## src/include/rssi_pkg.sv

```systemverilog
// constants for the substation lamp and service-port mode block
// assumes a 200 MHz system clock and a 32-bit AHB-Lite register bus
package rssi_pkg;

  // ==========================================================
  // clock and timing
  localparam int unsigned CLK_HZ = 200_000_000;
  localparam int unsigned BLINK_HALF_MS = 500;
  localparam int unsigned DEBOUNCE_MS = 10;
  localparam int unsigned BLINK_HALF_CYC = (CLK_HZ / 1000) * BLINK_HALF_MS;
  localparam int unsigned DEBOUNCE_CYC = (CLK_HZ / 1000) * DEBOUNCE_MS;

  // ==========================================================
  // register byte offsets
  localparam logic [7:0] ADDR_STATUS = 8'h00;
  localparam logic [7:0] ADDR_MASK = 8'h04;
  localparam logic [7:0] ADDR_LAMPS = 8'h08;
  localparam logic [7:0] ADDR_SWITCH = 8'h0c;

  // ==========================================================
  // status and mask bit positions
  localparam int EV_W = 4;
  localparam int EV_IP_CONFLICT = 0;
  localparam int EV_SW_CHANGED = 1;
  localparam int EV_FAULT = 2;
  localparam int EV_MASTER_LOST = 3;
  localparam logic [EV_W-1:0] STATUS_RST = 4'h0;
  localparam logic [EV_W-1:0] MASK_RST = 4'h0;

  // ==========================================================
  // rotary switch codes
  localparam logic [3:0] DIGIT_ZERO = 4'h0;
  localparam logic [3:0] DIGIT_MIRROR = 4'hf;

  // service port modes
  typedef enum logic [1:0] {
    RSSI_MODE_ACCESS = 2'b00,
    RSSI_MODE_MIRROR = 2'b01,
    RSSI_MODE_OTHER = 2'b10
  } rssi_mode_e;

endpackage

```

## src/core/rssi_top.sv

```systemverilog
// status lamps, blink timebase and service-port mode of a ring substation
// assumes status inputs come from logic on clk_sys_i; rotary pins are async
//
// The AHB-Lite slave port and the register offsets are this design's own decisions.
`timescale 1ns/1ps

module rssi_top
#(
  parameter int unsigned BLINK_HALF = rssi_pkg::BLINK_HALF_CYC,
  parameter int unsigned DEB_CYC = rssi_pkg::DEBOUNCE_CYC,
  parameter int NPORT = 3
)(
  input wire logic clk_sys_i,
  input wire logic rstn_i,
  // ahb-lite slave
  input wire logic hsel_i,
  input wire logic [31:0] haddr_i,
  input wire logic [1:0] htrans_i,
  input wire logic hwrite_i,
  input wire logic [2:0] hsize_i,
  input wire logic [31:0] hwdata_i,
  input wire logic hready_i,
  output logic [31:0] hrdata_o,
  output logic hreadyout_o,
  output logic hresp_o,
  output logic irq_o,
  // module status conditions
  input wire logic run_ok_i,
  input wire logic params_loaded_i,
  input wire logic io_link_any_i,
  input wire logic fault_i,
  input wire logic svc_link_i,
  input wire logic ring1_ok_i,
  input wire logic ring2_ok_i,
  input wire logic master_ok_i,
  input wire logic ip_conflict_i,
  input wire logic [NPORT-1:0] port_link_i,
  input wire logic [NPORT-1:0] port_speed100_i,
  input wire logic [NPORT-1:0] port_activity_i,
  // rotary pins
  input wire logic [3:0] rotary_low_digit_i,
  input wire logic [3:0] rotary_high_digit_i,
  // traffic towards the service port
  input wire logic [7:0] svc_fab_data_i,
  input wire logic svc_fab_valid_i,
  input wire logic [7:0] ring1_data_i,
  input wire logic ring1_valid_i,
  input wire logic [7:0] ring2_data_i,
  input wire logic ring2_valid_i,
  output logic [7:0] svc_tx_data_o,
  output logic svc_tx_valid_o,
  output logic mirror_mode_o,
  // lamps
  output logic power_lamp_o,
  output logic run_lamp_o,
  output logic io_link_lamp_o,
  output logic fault_lamp_o,
  output logic service_port_lamp_o,
  output logic ring_port_one_lamp_o,
  output logic ring_port_two_lamp_o,
  output logic master_comm_lamp_o,
  output logic module_state_lamp_o,
  output logic [NPORT-1:0] speed_lamp_o,
  output logic [NPORT-1:0] activity_lamp_o
);
  import rssi_pkg::*;

  // one lamp: blinking wins over steady, otherwise steady or dark
  function automatic logic lamp_sel(input logic on, input logic blink,
                                    input logic phase);
    lamp_sel = blink ? phase : on;
  endfunction

  // ==========================================================
  // reset release
  logic rst_meta_reg;
  logic rst_n;
  // release through two flops so all flops leave reset together
  always_ff @(posedge clk_sys_i or negedge rstn_i)
  begin
    if (!rstn_i)
    begin
      rst_meta_reg <= 1'b0;
      rst_n <= 1'b0;
    end
    else
    begin
      rst_meta_reg <= 1'b1;
      rst_n <= rst_meta_reg;
    end
  end

  // ==========================================================
  // shared half-second timebase
  logic [31:0] half_cnt_reg;
  logic blink_reg;
  wire tick = (half_cnt_reg == BLINK_HALF - 32'd1);
  wire period_end = tick & blink_reg;
  // free running; every blinking lamp shares this phase
  always_ff @(posedge clk_sys_i or negedge rst_n)
  begin
    if (!rst_n)
    begin
      half_cnt_reg <= 32'h0;
      blink_reg <= 1'b0;
    end
    else
    begin
      half_cnt_reg <= tick ? 32'h0 : half_cnt_reg + 32'h1;
      blink_reg <= tick ? ~blink_reg : blink_reg;
    end
  end

  // ==========================================================
  // rotary switch capture
  logic [7:0] sw_meta_reg;
  logic [7:0] sw_sync_reg;
  logic [7:0] sw_cand_reg;
  logic [7:0] sw_stable_reg;
  logic [7:0] sw_latched_reg;
  logic [31:0] deb_cnt_reg;
  logic deb_valid_reg;
  logic latched_valid_reg;
  logic sw_changed_reg;
  wire deb_done = (deb_cnt_reg == DEB_CYC);
  wire sw_moving = (sw_sync_reg != sw_cand_reg);
  // a value counts only after holding still for the debounce time
  always_ff @(posedge clk_sys_i or negedge rst_n)
  begin
    if (!rst_n)
    begin
      sw_meta_reg <= 8'h00;
      sw_sync_reg <= 8'h00;
      sw_cand_reg <= 8'h00;
      sw_stable_reg <= 8'h00;
      deb_cnt_reg <= 32'h0;
      deb_valid_reg <= 1'b0;
    end
    else
    begin
      sw_meta_reg <= {rotary_high_digit_i, rotary_low_digit_i};
      sw_sync_reg <= sw_meta_reg;
      sw_cand_reg <= sw_sync_reg;
      deb_cnt_reg <= (sw_moving || deb_done) ? 32'h0 : deb_cnt_reg + 32'h1;
      if (deb_done && !sw_moving)
      begin
        sw_stable_reg <= sw_cand_reg;
        deb_valid_reg <= 1'b1;
      end
    end
  end
  // the first settled value after restart is kept until next restart
  always_ff @(posedge clk_sys_i or negedge rst_n)
  begin
    if (!rst_n)
    begin
      sw_latched_reg <= 8'h00;
      latched_valid_reg <= 1'b0;
      sw_changed_reg <= 1'b0;
    end
    else
    begin
      if (deb_valid_reg && !latched_valid_reg)
      begin
        sw_latched_reg <= sw_stable_reg;
        latched_valid_reg <= 1'b1;
      end
      if (latched_valid_reg && sw_stable_reg != sw_latched_reg)
        sw_changed_reg <= 1'b1;
    end
  end

  // ==========================================================
  // service port mode and traffic
  wire [3:0] lat_low = sw_latched_reg[3:0];
  wire [3:0] lat_high = sw_latched_reg[7:4];
  wire is_mirror = latched_valid_reg && (lat_low == DIGIT_MIRROR);
  wire is_access = latched_valid_reg && (lat_low == DIGIT_ZERO) &&
                   (lat_high == DIGIT_ZERO);
  rssi_mode_e mode;
  assign mode = is_mirror ? RSSI_MODE_MIRROR :
                is_access ? RSSI_MODE_ACCESS : RSSI_MODE_OTHER;
  // mirror has no buffer: ring 1 wins a cycle where both carry data,
  // so a monitor sees every byte only while the ports do not overlap
  wire [7:0] mir_data = ring1_valid_i ? ring1_data_i : ring2_data_i;
  wire mir_valid = ring1_valid_i | ring2_valid_i;
  wire use_mirror = (mode == RSSI_MODE_MIRROR);
  wire [7:0] tx_data = use_mirror ? mir_data : svc_fab_data_i;
  wire tx_valid = use_mirror ? mir_valid : svc_fab_valid_i;
  // service port output stage
  always_ff @(posedge clk_sys_i or negedge rst_n)
  begin
    if (!rst_n)
    begin
      svc_tx_data_o <= 8'h00;
      svc_tx_valid_o <= 1'b0;
      mirror_mode_o <= 1'b0;
    end
    else
    begin
      svc_tx_data_o <= tx_data;
      svc_tx_valid_o <= tx_valid;
      mirror_mode_o <= use_mirror;
    end
  end

  // ==========================================================
  // front panel lamps
  wire ph = blink_reg;
  wire run_lamp = lamp_sel(run_ok_i, run_ok_i & params_loaded_i,
                           ph);
  wire master_lamp = lamp_sel(1'b1, ~master_ok_i, ph);
  wire state_lamp = lamp_sel(sw_changed_reg, ip_conflict_i,
                             ph);
  // lamps registered so every output comes from a flop
  always_ff @(posedge clk_sys_i or negedge rst_n)
  begin
    if (!rst_n)
    begin
      power_lamp_o <= 1'b0;
      run_lamp_o <= 1'b0;
      io_link_lamp_o <= 1'b0;
      fault_lamp_o <= 1'b0;
      service_port_lamp_o <= 1'b0;
      ring_port_one_lamp_o <= 1'b0;
      ring_port_two_lamp_o <= 1'b0;
      master_comm_lamp_o <= 1'b0;
      module_state_lamp_o <= 1'b0;
    end
    else
    begin
      power_lamp_o <= 1'b1;
      run_lamp_o <= run_lamp;
      io_link_lamp_o <= io_link_any_i;
      fault_lamp_o <= fault_i;
      service_port_lamp_o <= svc_link_i;
      ring_port_one_lamp_o <= ring1_ok_i;
      ring_port_two_lamp_o <= ring2_ok_i;
      master_comm_lamp_o <= master_lamp;
      module_state_lamp_o <= state_lamp;
    end
  end

  // ==========================================================
  // per-port speed and activity lamps
  logic [NPORT-1:0] act_hold_reg;
  logic [NPORT-1:0] act_lamp;
  // activity is held until the blink period ends so short bursts show
  always_comb
  begin
    for (int p = 0; p < NPORT; p++)
      act_lamp[p] = lamp_sel(port_link_i[p], port_link_i[p] &
                             act_hold_reg[p], ph);
  end
  // a new burst at period end is kept: the set wins over the clear
  always_ff @(posedge clk_sys_i or negedge rst_n)
  begin
    if (!rst_n)
    begin
      act_hold_reg <= '0;
      speed_lamp_o <= '0;
      activity_lamp_o <= '0;
    end
    else
    begin
      act_hold_reg <= port_activity_i |
                      (act_hold_reg & ~{NPORT{period_end}});
      speed_lamp_o <= port_link_i & port_speed100_i;
      activity_lamp_o <= act_lamp;
    end
  end

  // ==========================================================
  // events and interrupt
  logic [EV_W-1:0] ev_prev_reg;
  logic [EV_W-1:0] status_reg;
  logic [EV_W-1:0] mask_reg;
  wire [EV_W-1:0] ev_lvl = {~master_ok_i, fault_i, sw_changed_reg,
                            ip_conflict_i};
  wire [EV_W-1:0] ev_rise = ev_lvl & ~ev_prev_reg;

  // ==========================================================
  // ahb-lite slave, zero wait states
  logic wr_pend_reg;
  logic [7:0] wr_addr_reg;
  wire take = hsel_i & htrans_i[1] & hready_i;
  wire [7:0] a_addr = haddr_i[7:0];
  wire hit_hi = (haddr_i[31:8] == 24'h0);
  wire wr_status = wr_pend_reg && (wr_addr_reg == ADDR_STATUS);
  wire wr_mask = wr_pend_reg && (wr_addr_reg == ADDR_MASK);
  wire [EV_W-1:0] w1c = wr_status ? hwdata_i[EV_W-1:0] : '0;
  wire [EV_W-1:0] status_next = (status_reg & ~w1c) | ev_rise;
  wire [31:0] lamps_rd = {17'h0, activity_lamp_o, speed_lamp_o,
                          module_state_lamp_o, master_comm_lamp_o,
                          ring_port_two_lamp_o, ring_port_one_lamp_o,
                          service_port_lamp_o, fault_lamp_o,
                          io_link_lamp_o, run_lamp_o, power_lamp_o};
  wire [31:0] switch_rd = {12'h0, mode, sw_changed_reg, latched_valid_reg,
                           sw_latched_reg, sw_stable_reg};
  wire [31:0] rd_data = !hit_hi ? 32'h0 :
                        (a_addr == ADDR_STATUS) ? {28'h0, status_reg} :
                        (a_addr == ADDR_MASK) ? {28'h0, mask_reg} :
                        (a_addr == ADDR_LAMPS) ? lamps_rd :
                        (a_addr == ADDR_SWITCH) ? switch_rd : 32'h0;

  // address phase captured; write data used in the following cycle
  always_ff @(posedge clk_sys_i or negedge rst_n)
  begin
    if (!rst_n)
    begin
      wr_pend_reg <= 1'b0;
      wr_addr_reg <= 8'h00;
      hrdata_o <= 32'h0;
      hreadyout_o <= 1'b1;
      hresp_o <= 1'b0;
    end
    else
    begin
      wr_pend_reg <= take & hwrite_i & hit_hi;
      wr_addr_reg <= take ? a_addr : wr_addr_reg;
      hrdata_o <= (take & ~hwrite_i) ? rd_data : hrdata_o;
      hreadyout_o <= 1'b1;
      hresp_o <= 1'b0;
    end
  end
  // sticky status, mask and interrupt output
  always_ff @(posedge clk_sys_i or negedge rst_n)
  begin
    if (!rst_n)
    begin
      ev_prev_reg <= '0;
      status_reg <= STATUS_RST;
      mask_reg <= MASK_RST;
      irq_o <= 1'b0;
    end
    else
    begin
      ev_prev_reg <= ev_lvl;
      status_reg <= status_next;
      mask_reg <= wr_mask ? hwdata_i[EV_W-1:0] : mask_reg;
      irq_o <= |(status_reg & mask_reg);
    end
  end
endmodule

```

## config.mk

```make
export PLATFORM = sky130hd
export DESIGN_NAME = rssi_top
export DESIGN_NICKNAME = d
export VERILOG_FILES = /design/src/include/rssi_pkg.sv /design/src/core/rssi_top.sv
export SDC_FILE = /design/constraint.sdc
export NUM_CORES = 1
export LEC_CHECK = 0
export ABC_CLOCK_PERIOD_IN_PS = 8150
export BUFFER_PORTS_ARGS = -buffer_cell sky130_fd_sc_hd__buf_2
export CAP_MARGIN = 20
export CORE_AREA = 2 2 143 145
export CTS_CLUSTER_DIAMETER = 100
export CTS_CLUSTER_SIZE = 28
export DETAILED_ROUTE_END_ITERATION = 7
export DIE_AREA = 0 0 145 147
export PLACE_DENSITY_LB_ADDON = 0.25
export SYNTH_ARGS = -nofsm -noshare
export SYNTH_HDL_FRONTEND = slang
export SYNTH_SLANG_ARGS = --single-unit
export TNS_END_PERCENT = 1
```

## constraint.sdc

```tcl
create_clock -name clk_sys_i -period 8.15 [get_ports clk_sys_i]
set_clock_uncertainty 0.05 [all_clocks]
set_input_delay 0 -clock clk_sys_i [delete_from_list [all_inputs] [get_ports clk_sys_i]]
set_output_delay 0 -clock clk_sys_i [all_outputs]
set_load 0.01 [all_outputs]
```

==> out/metrics.yaml, run 1 <==
synthTopCellsByArea: "dfrtp_1 (58%), xnor2_1 (4.3%), nand2_1 (3.4%), xor2_1 (3.4%), mux2i_1 (3.2%)"
cts_tree: "done"
ios: 187
crit_fanout: 16
start_kind: "register"
cts_resized: 0
r2r_slack_ns: 5.60
synthFlopType: "dfrtp_1"
synth.most_common_cell: "dfrtp_1"
antenna_found_initial: 0
clk_latency_ns: 0.42
reg2reg_from: "half_cnt_reg[17]"
slew_headroom_pct: 31.9
grt_max_degree: 74
htreeDepth: 4
worst_pin_slew_ns: 1.02
p_leak_uw: 0.00460
dpl_worst_slack_ns: 5.57
yosysSeqAreaShare_pct: 57.6
cts.clk_slew.worst_paths_ns: 0.07
synth.largest_area_cell: "dfrtp_1"
postCtsHoldBufs: 63
hp-class: "input port to register"
synth_cells: 695
initial_core_util_pct: 39.2
synth_warnings: 0
drtPass1Iterations: 5
end_kind: "register"
synth_top_area_share_pct: 57.6
whs_path_depth: 5
grt-ovfl-total: 0
drive_gt1_share_pct: 22.6
grt_usage_pct: 16.9
hold_viol: 0
maxCapViolCount: 0
post_cts_buffers: 0
synth-seq-cells: 179
cts.sinks: 179
fp-row-count: 52
period_minus_slack_ns: 2.55
clockBufferDepth: 2
diodes: 0
avgSynthCellArea_um2: 11.2
drc: 0
dp_hpwl_um: 11800
worst_r2r_path_depth: 5
drt_iter0_drc: 230
syn-cell-area_um2: 7770
grt_pass1_wl_um: 29100
die_x_um: 145
synth_edf_count: 0
wirelength_um: 17200
period_share_pct: 31.2
num-nets-final: 1021
final_util_pct: 49.8
ant_nets: 0
vias: 5741
nFillCells: 1767
portBuffers: 140
required_ns: 8.42
arrival_ns: 2.81
whs_endpoint: "hrdata_o[3]"
gp_congestion: 0.752
min-delay-start: "haddr_i[18]"
status: "complete, no violations"
floorplan.die_area_um2: 21300
path_class: "register to register"
core_um2: 19800
setup_viol: 0
r2r-end: "act_hold_reg[0]"
finalSetupTns_ns: 0
powerDensity_nw_per_um2: 186
die_h_um: 147
rsz0062_at_grt: "false"
grt_pass1_vias: 5742
routedWlPerCell_um: 14.7
slew_violations: 0
fin_ws_ns: 5.60
ir_worst_vdd_v: 0.000133
numCtsBuffers: 17
fmaxAchievable_ghz: 0.393
syn2layout_area_growth_pct: 27.2
ctsRootBufferMaster: "clkbuf_16"
total_power_uw: 1840
synthTopCellsByCount: "dfrtp_1 (179), nand2_1 (71), nor2_1 (57)"
synth_cell_type_count: 48
async_flop_share_pct: 100
vias_per_cell: 4.89
per-stage QoR:
step                cell area (µm²)  hold slack, ns  cells
global route                   9880          0.0840   1174
global placement               8660          -0.264   1079
floorplan                      7820          -0.346    709
finish                         9880          0.0549   1174
CTS                            9880          0.0371   1174
detailed placement             8660          -0.261   1079
routing by layer:
layer / part of all wire (%) / global-route usage, %
met5: 0 / 0
met4: 1.3 / 4.50
met3: 4.8 / 4.13
met2: 48 / 27.9
met1: 46 / 22.3
worst max-delay path by stage:
| stage | from | endpoint | cells after the start | slack (ns) |
|---|---|---|---|---|
| after floorplan | rst_n | act_hold_reg[0] | 0 | 2.74 |
| after global placement | half_cnt_reg[17] | act_hold_reg[0] | 5 | 5.62 |
| after detailed placement | half_cnt_reg[17] | act_hold_reg[0] | 5 | 5.57 |
| after CTS | half_cnt_reg[17] | act_hold_reg[0] | 5 | 5.56 |
| after global routing | half_cnt_reg[17] | act_hold_reg[0] | 5 | 5.36 |
| final | half_cnt_reg[17] | act_hold_reg[0] | 5 | 5.60 |
where the power goes:
part | switching (µW) | internal, µW
combinational | 45.1 | 56.3
clock | 364 | 450
sequential | 18.4 | 909
kinds of logic (layout without fill, tap and decap cells):
group	count (synthesis)	count (layout)	synth area share [%]
DFF	179	179	57.6
and+or+nand+nor	271	271	18.5
other	2	16	0.0967
AOI/OAI and AO/OA	61	61	4.85
adders and majority gates	3	3	0.483
xor gates and xnor gates	68	68	7.67
muxes	52	52	7.13
buffers and inverters	59	254	3.67
final cells by class:
| cell class | instances | area [µm²] | area share [%] |
|---|---|---|---|
| Clock buffer | 19 | 453 | 4.58 |
| Multi-Input combinational cell | 471 | 3060 | 30.9 |
| Clock inverter | 13 | 141 | 1.43 |
| Inverter | 17 | 63.8 | 0.646 |
| Sequential cell | 179 | 4480 | 45.4 |
| Timing Repair Buffer | 205 | 1350 | 13.6 |
| Tap cell | 270 | 338 | 3.42 |
cell usage in the layout (no fill, tap or decap), types with 8 or more instances in the layout:
cell             n
xor2_1          30
o21ai_1         19
dlygate4sd3_1   63
buf_2          140
mux2_1           8
and4_1           9
clkbuf_16       17
o21ai_0         13
mux2i_1         25
nand3_1         27
nand2_1         71
nand4_1         32
nor2_1          57
xnor2_1         38
nor4_1          19
dfrtp_1        178
nor3_1          11
conb_1          16
inv_1           17
mux2_2          19
worst max-delay path: stages (launching register included):
cell	delay [ns]
dfrtp_1	0.44
nor4b_1	0.37
nand4_1	0.27
nor4_4	0.85
nand2_1	0.24
a21o_1	0.22
(Power assumes the default switching activity.)
==> inputs of run 2 (changes only) <==
ABC_CLOCK_PERIOD_IN_PS = 2400   (was 8150)
clock period = 2.4 ns   (was 8.15 ns; I/O delays follow)
==> run 2 against run 1 <==
Flip-flop and latch count did not move. Register-to-register slack got worse by 5.3 ns. Worst hold slack got worse by 0.018 ns. Setup slack got worse by 5.3 ns. Fmax rose by 20%. Utilization rose by 0.79 points. Global-route usage rose by 0.16 points. Die area did not move. Combinational power rose to 3.7 times the previous value. Critical path type unchanged. Largest cell class unchanged.
==> out/metrics.yaml, run 2 (same netlist as run 1, synthesis figures left out) <==
status: "complete, no violations"
placedInstanceArea_um2: 8790
antenna_found_initial: 0
numCtsBuffers: 17
wirelength_um: 17200
pwr-share-clk_pct: 45.4
cts.clk_slew.worst_paths_ns: 0.07
seq_area_um2: 4480
reg2reg_from: "deb_cnt_reg[0]"
seqPwrFrac_pct: 48.8
crit_fanout: 9
fp-row-count: 52
ir_worst_vdd_v: 0.000492
met2_usage_pct: 27.7
die_x_um: 145
grt-ovfl-total: 0
final_cell_mix: "dfrtp_1 (178), buf_2 (140), nand2_1 (71)"
p_sw_uw: 1510
end_kind: "register"
clk_latency_ns: 0.43
drt_iter0_drc: 257
gp_congestion: 0.789
die_h_um: 147
grt_pass1_wl_um: 28900
cts.sinks: 179
rsz0062_at_grt: "false"
ctsRootBufferMaster: "clkbuf_16"
hold_viol: 0
routedWlPerCell_um: 14.5
slew_violations: 0
internal_power_uw: 4910
initial_core_util_pct: 39.2
slew_headroom_pct: 41.7
ios: 187
grt_pass1_vias: 5746
setup_viol: 0
clockBufferDepth: 2
syn2layout_area_growth_pct: 29.2
worst_r2r_path_depth: 7
vias: 5712
arrival_ns: 2.38
hp-class: "input port to register"
multi_input_area_um2: 3060
grt.busiest_layer: "met2"
r2r-end: "sw_stable_reg[3]"
final_util_pct: 50.6
finalSetupTns_ns: 0
grt_usage_pct: 17.0
p_comb_share_pct: 5.8
dpl_worst_slack_ns: 0.182
period_minus_slack_ns: 2.13
cts_tree: "done"
endpoint: "sw_stable_reg[3]"
drc: 0
start_kind: "register"
required_ns: 2.66
ant_nets: 0
mostFrequentLayoutCell: "dfrtp_1"
core_um2: 19800
floorplan.die_area_um2: 21300
p_sw_share_pct: 23.5
fmaxAchievable_ghz: 0.470
r2r_slack_ns: 0.27
portBuffers: 140
diodes: 0
period_share_pct: 88.6
fin_ws_ns: 0.274
num-nets-final: 1033
drtPass1Iterations: 4
whs_path_depth: 5
use_met1_pct: 22.5
nFillCells: 1747
htreeDepth: 4
vias_per_cell: 4.82
drive_gt1_share_pct: 23.8
startpoint: "deb_cnt_reg[0]"
groute.layer.met3.usage_pct: 4.32
maxCapViolCount: 0
dp_hpwl_um: 12100
hold_ws_ns: 0.0370
grt_max_degree: 50
path_class: "register to register"
powerDensity_nw_per_um2: 639
worst_pin_slew_ns: 0.874
p_leak_uw: 0.00469
final_cell_area_um2: 10000
-- run 2: through the flow --
stage,power [µW],instances
after floorplan,3350,709
after global placement,3490,1092
after detailed placement,3490,1092
after CTS,6510,1186
after global routing,6690,1186
final,6420,1186
-- run 2: power groups by stage --
stage	Clock (µW)	Combinational, µW	Sequential (µW)
after floorplan	0	123	3220
after CTS	3000	373	3140
after global routing	3130	412	3140
after detailed placement	0	295	3200
final	2920	369	3130
after global placement	0	293	3190
-- run 2: worst min-delay path by stage --
stage / from / to / slack, ns
final: haddr_i[19] / hrdata_o[3] / 0.04
after global routing: haddr_i[19] / hrdata_o[3] / 0.06
after CTS: haddr_i[19] / hrdata_o[0] / 0.01
after detailed placement: rstn_i / rst_meta_reg / -0.26
after global placement: rstn_i / rst_meta_reg / -0.26
after floorplan: rstn_i / rst_meta_reg / -0.35
-- run 2: timing repair --
action / CTS / global route
hold buffers: 62 / 0
resized for setup: 0 / 1
hold endpoints to repair: 59 / 0
endpoints found under the setup margin: 0 / 7
buffers inserted: 0 / 0
-- run 2: critical path, stage by stage (launching register included) --
cell and delay, ns:
dfrtp_1 0.44, inv_1 0.08, ha_1 0.15, nor4b_1 0.25, nand4_1 0.14, nor3_1 0.24
and2_2 0.31, mux2_1 0.35
-- run 2: area by class of cell --
type                    count  area share, %
well taps                 270           3.36
clock buffers              18           4.37
multi-input cells         471           30.5
clock inverters            14           1.84
flip-flops and latches    179           44.7
repair buffers            217           14.7
inverters                  17          0.636
-- run 2: layer usage --
layer | wire length (µm) | vias up | share of wire (%)
met5 | 0 | - | 0
met2 | 8230 | 152 | 48
met4 | 293 | 0 | 1.7
li1 | - | 2816 | -
met3 | 765 | 21 | 4.4
met1 | 7910 | 2723 | 46
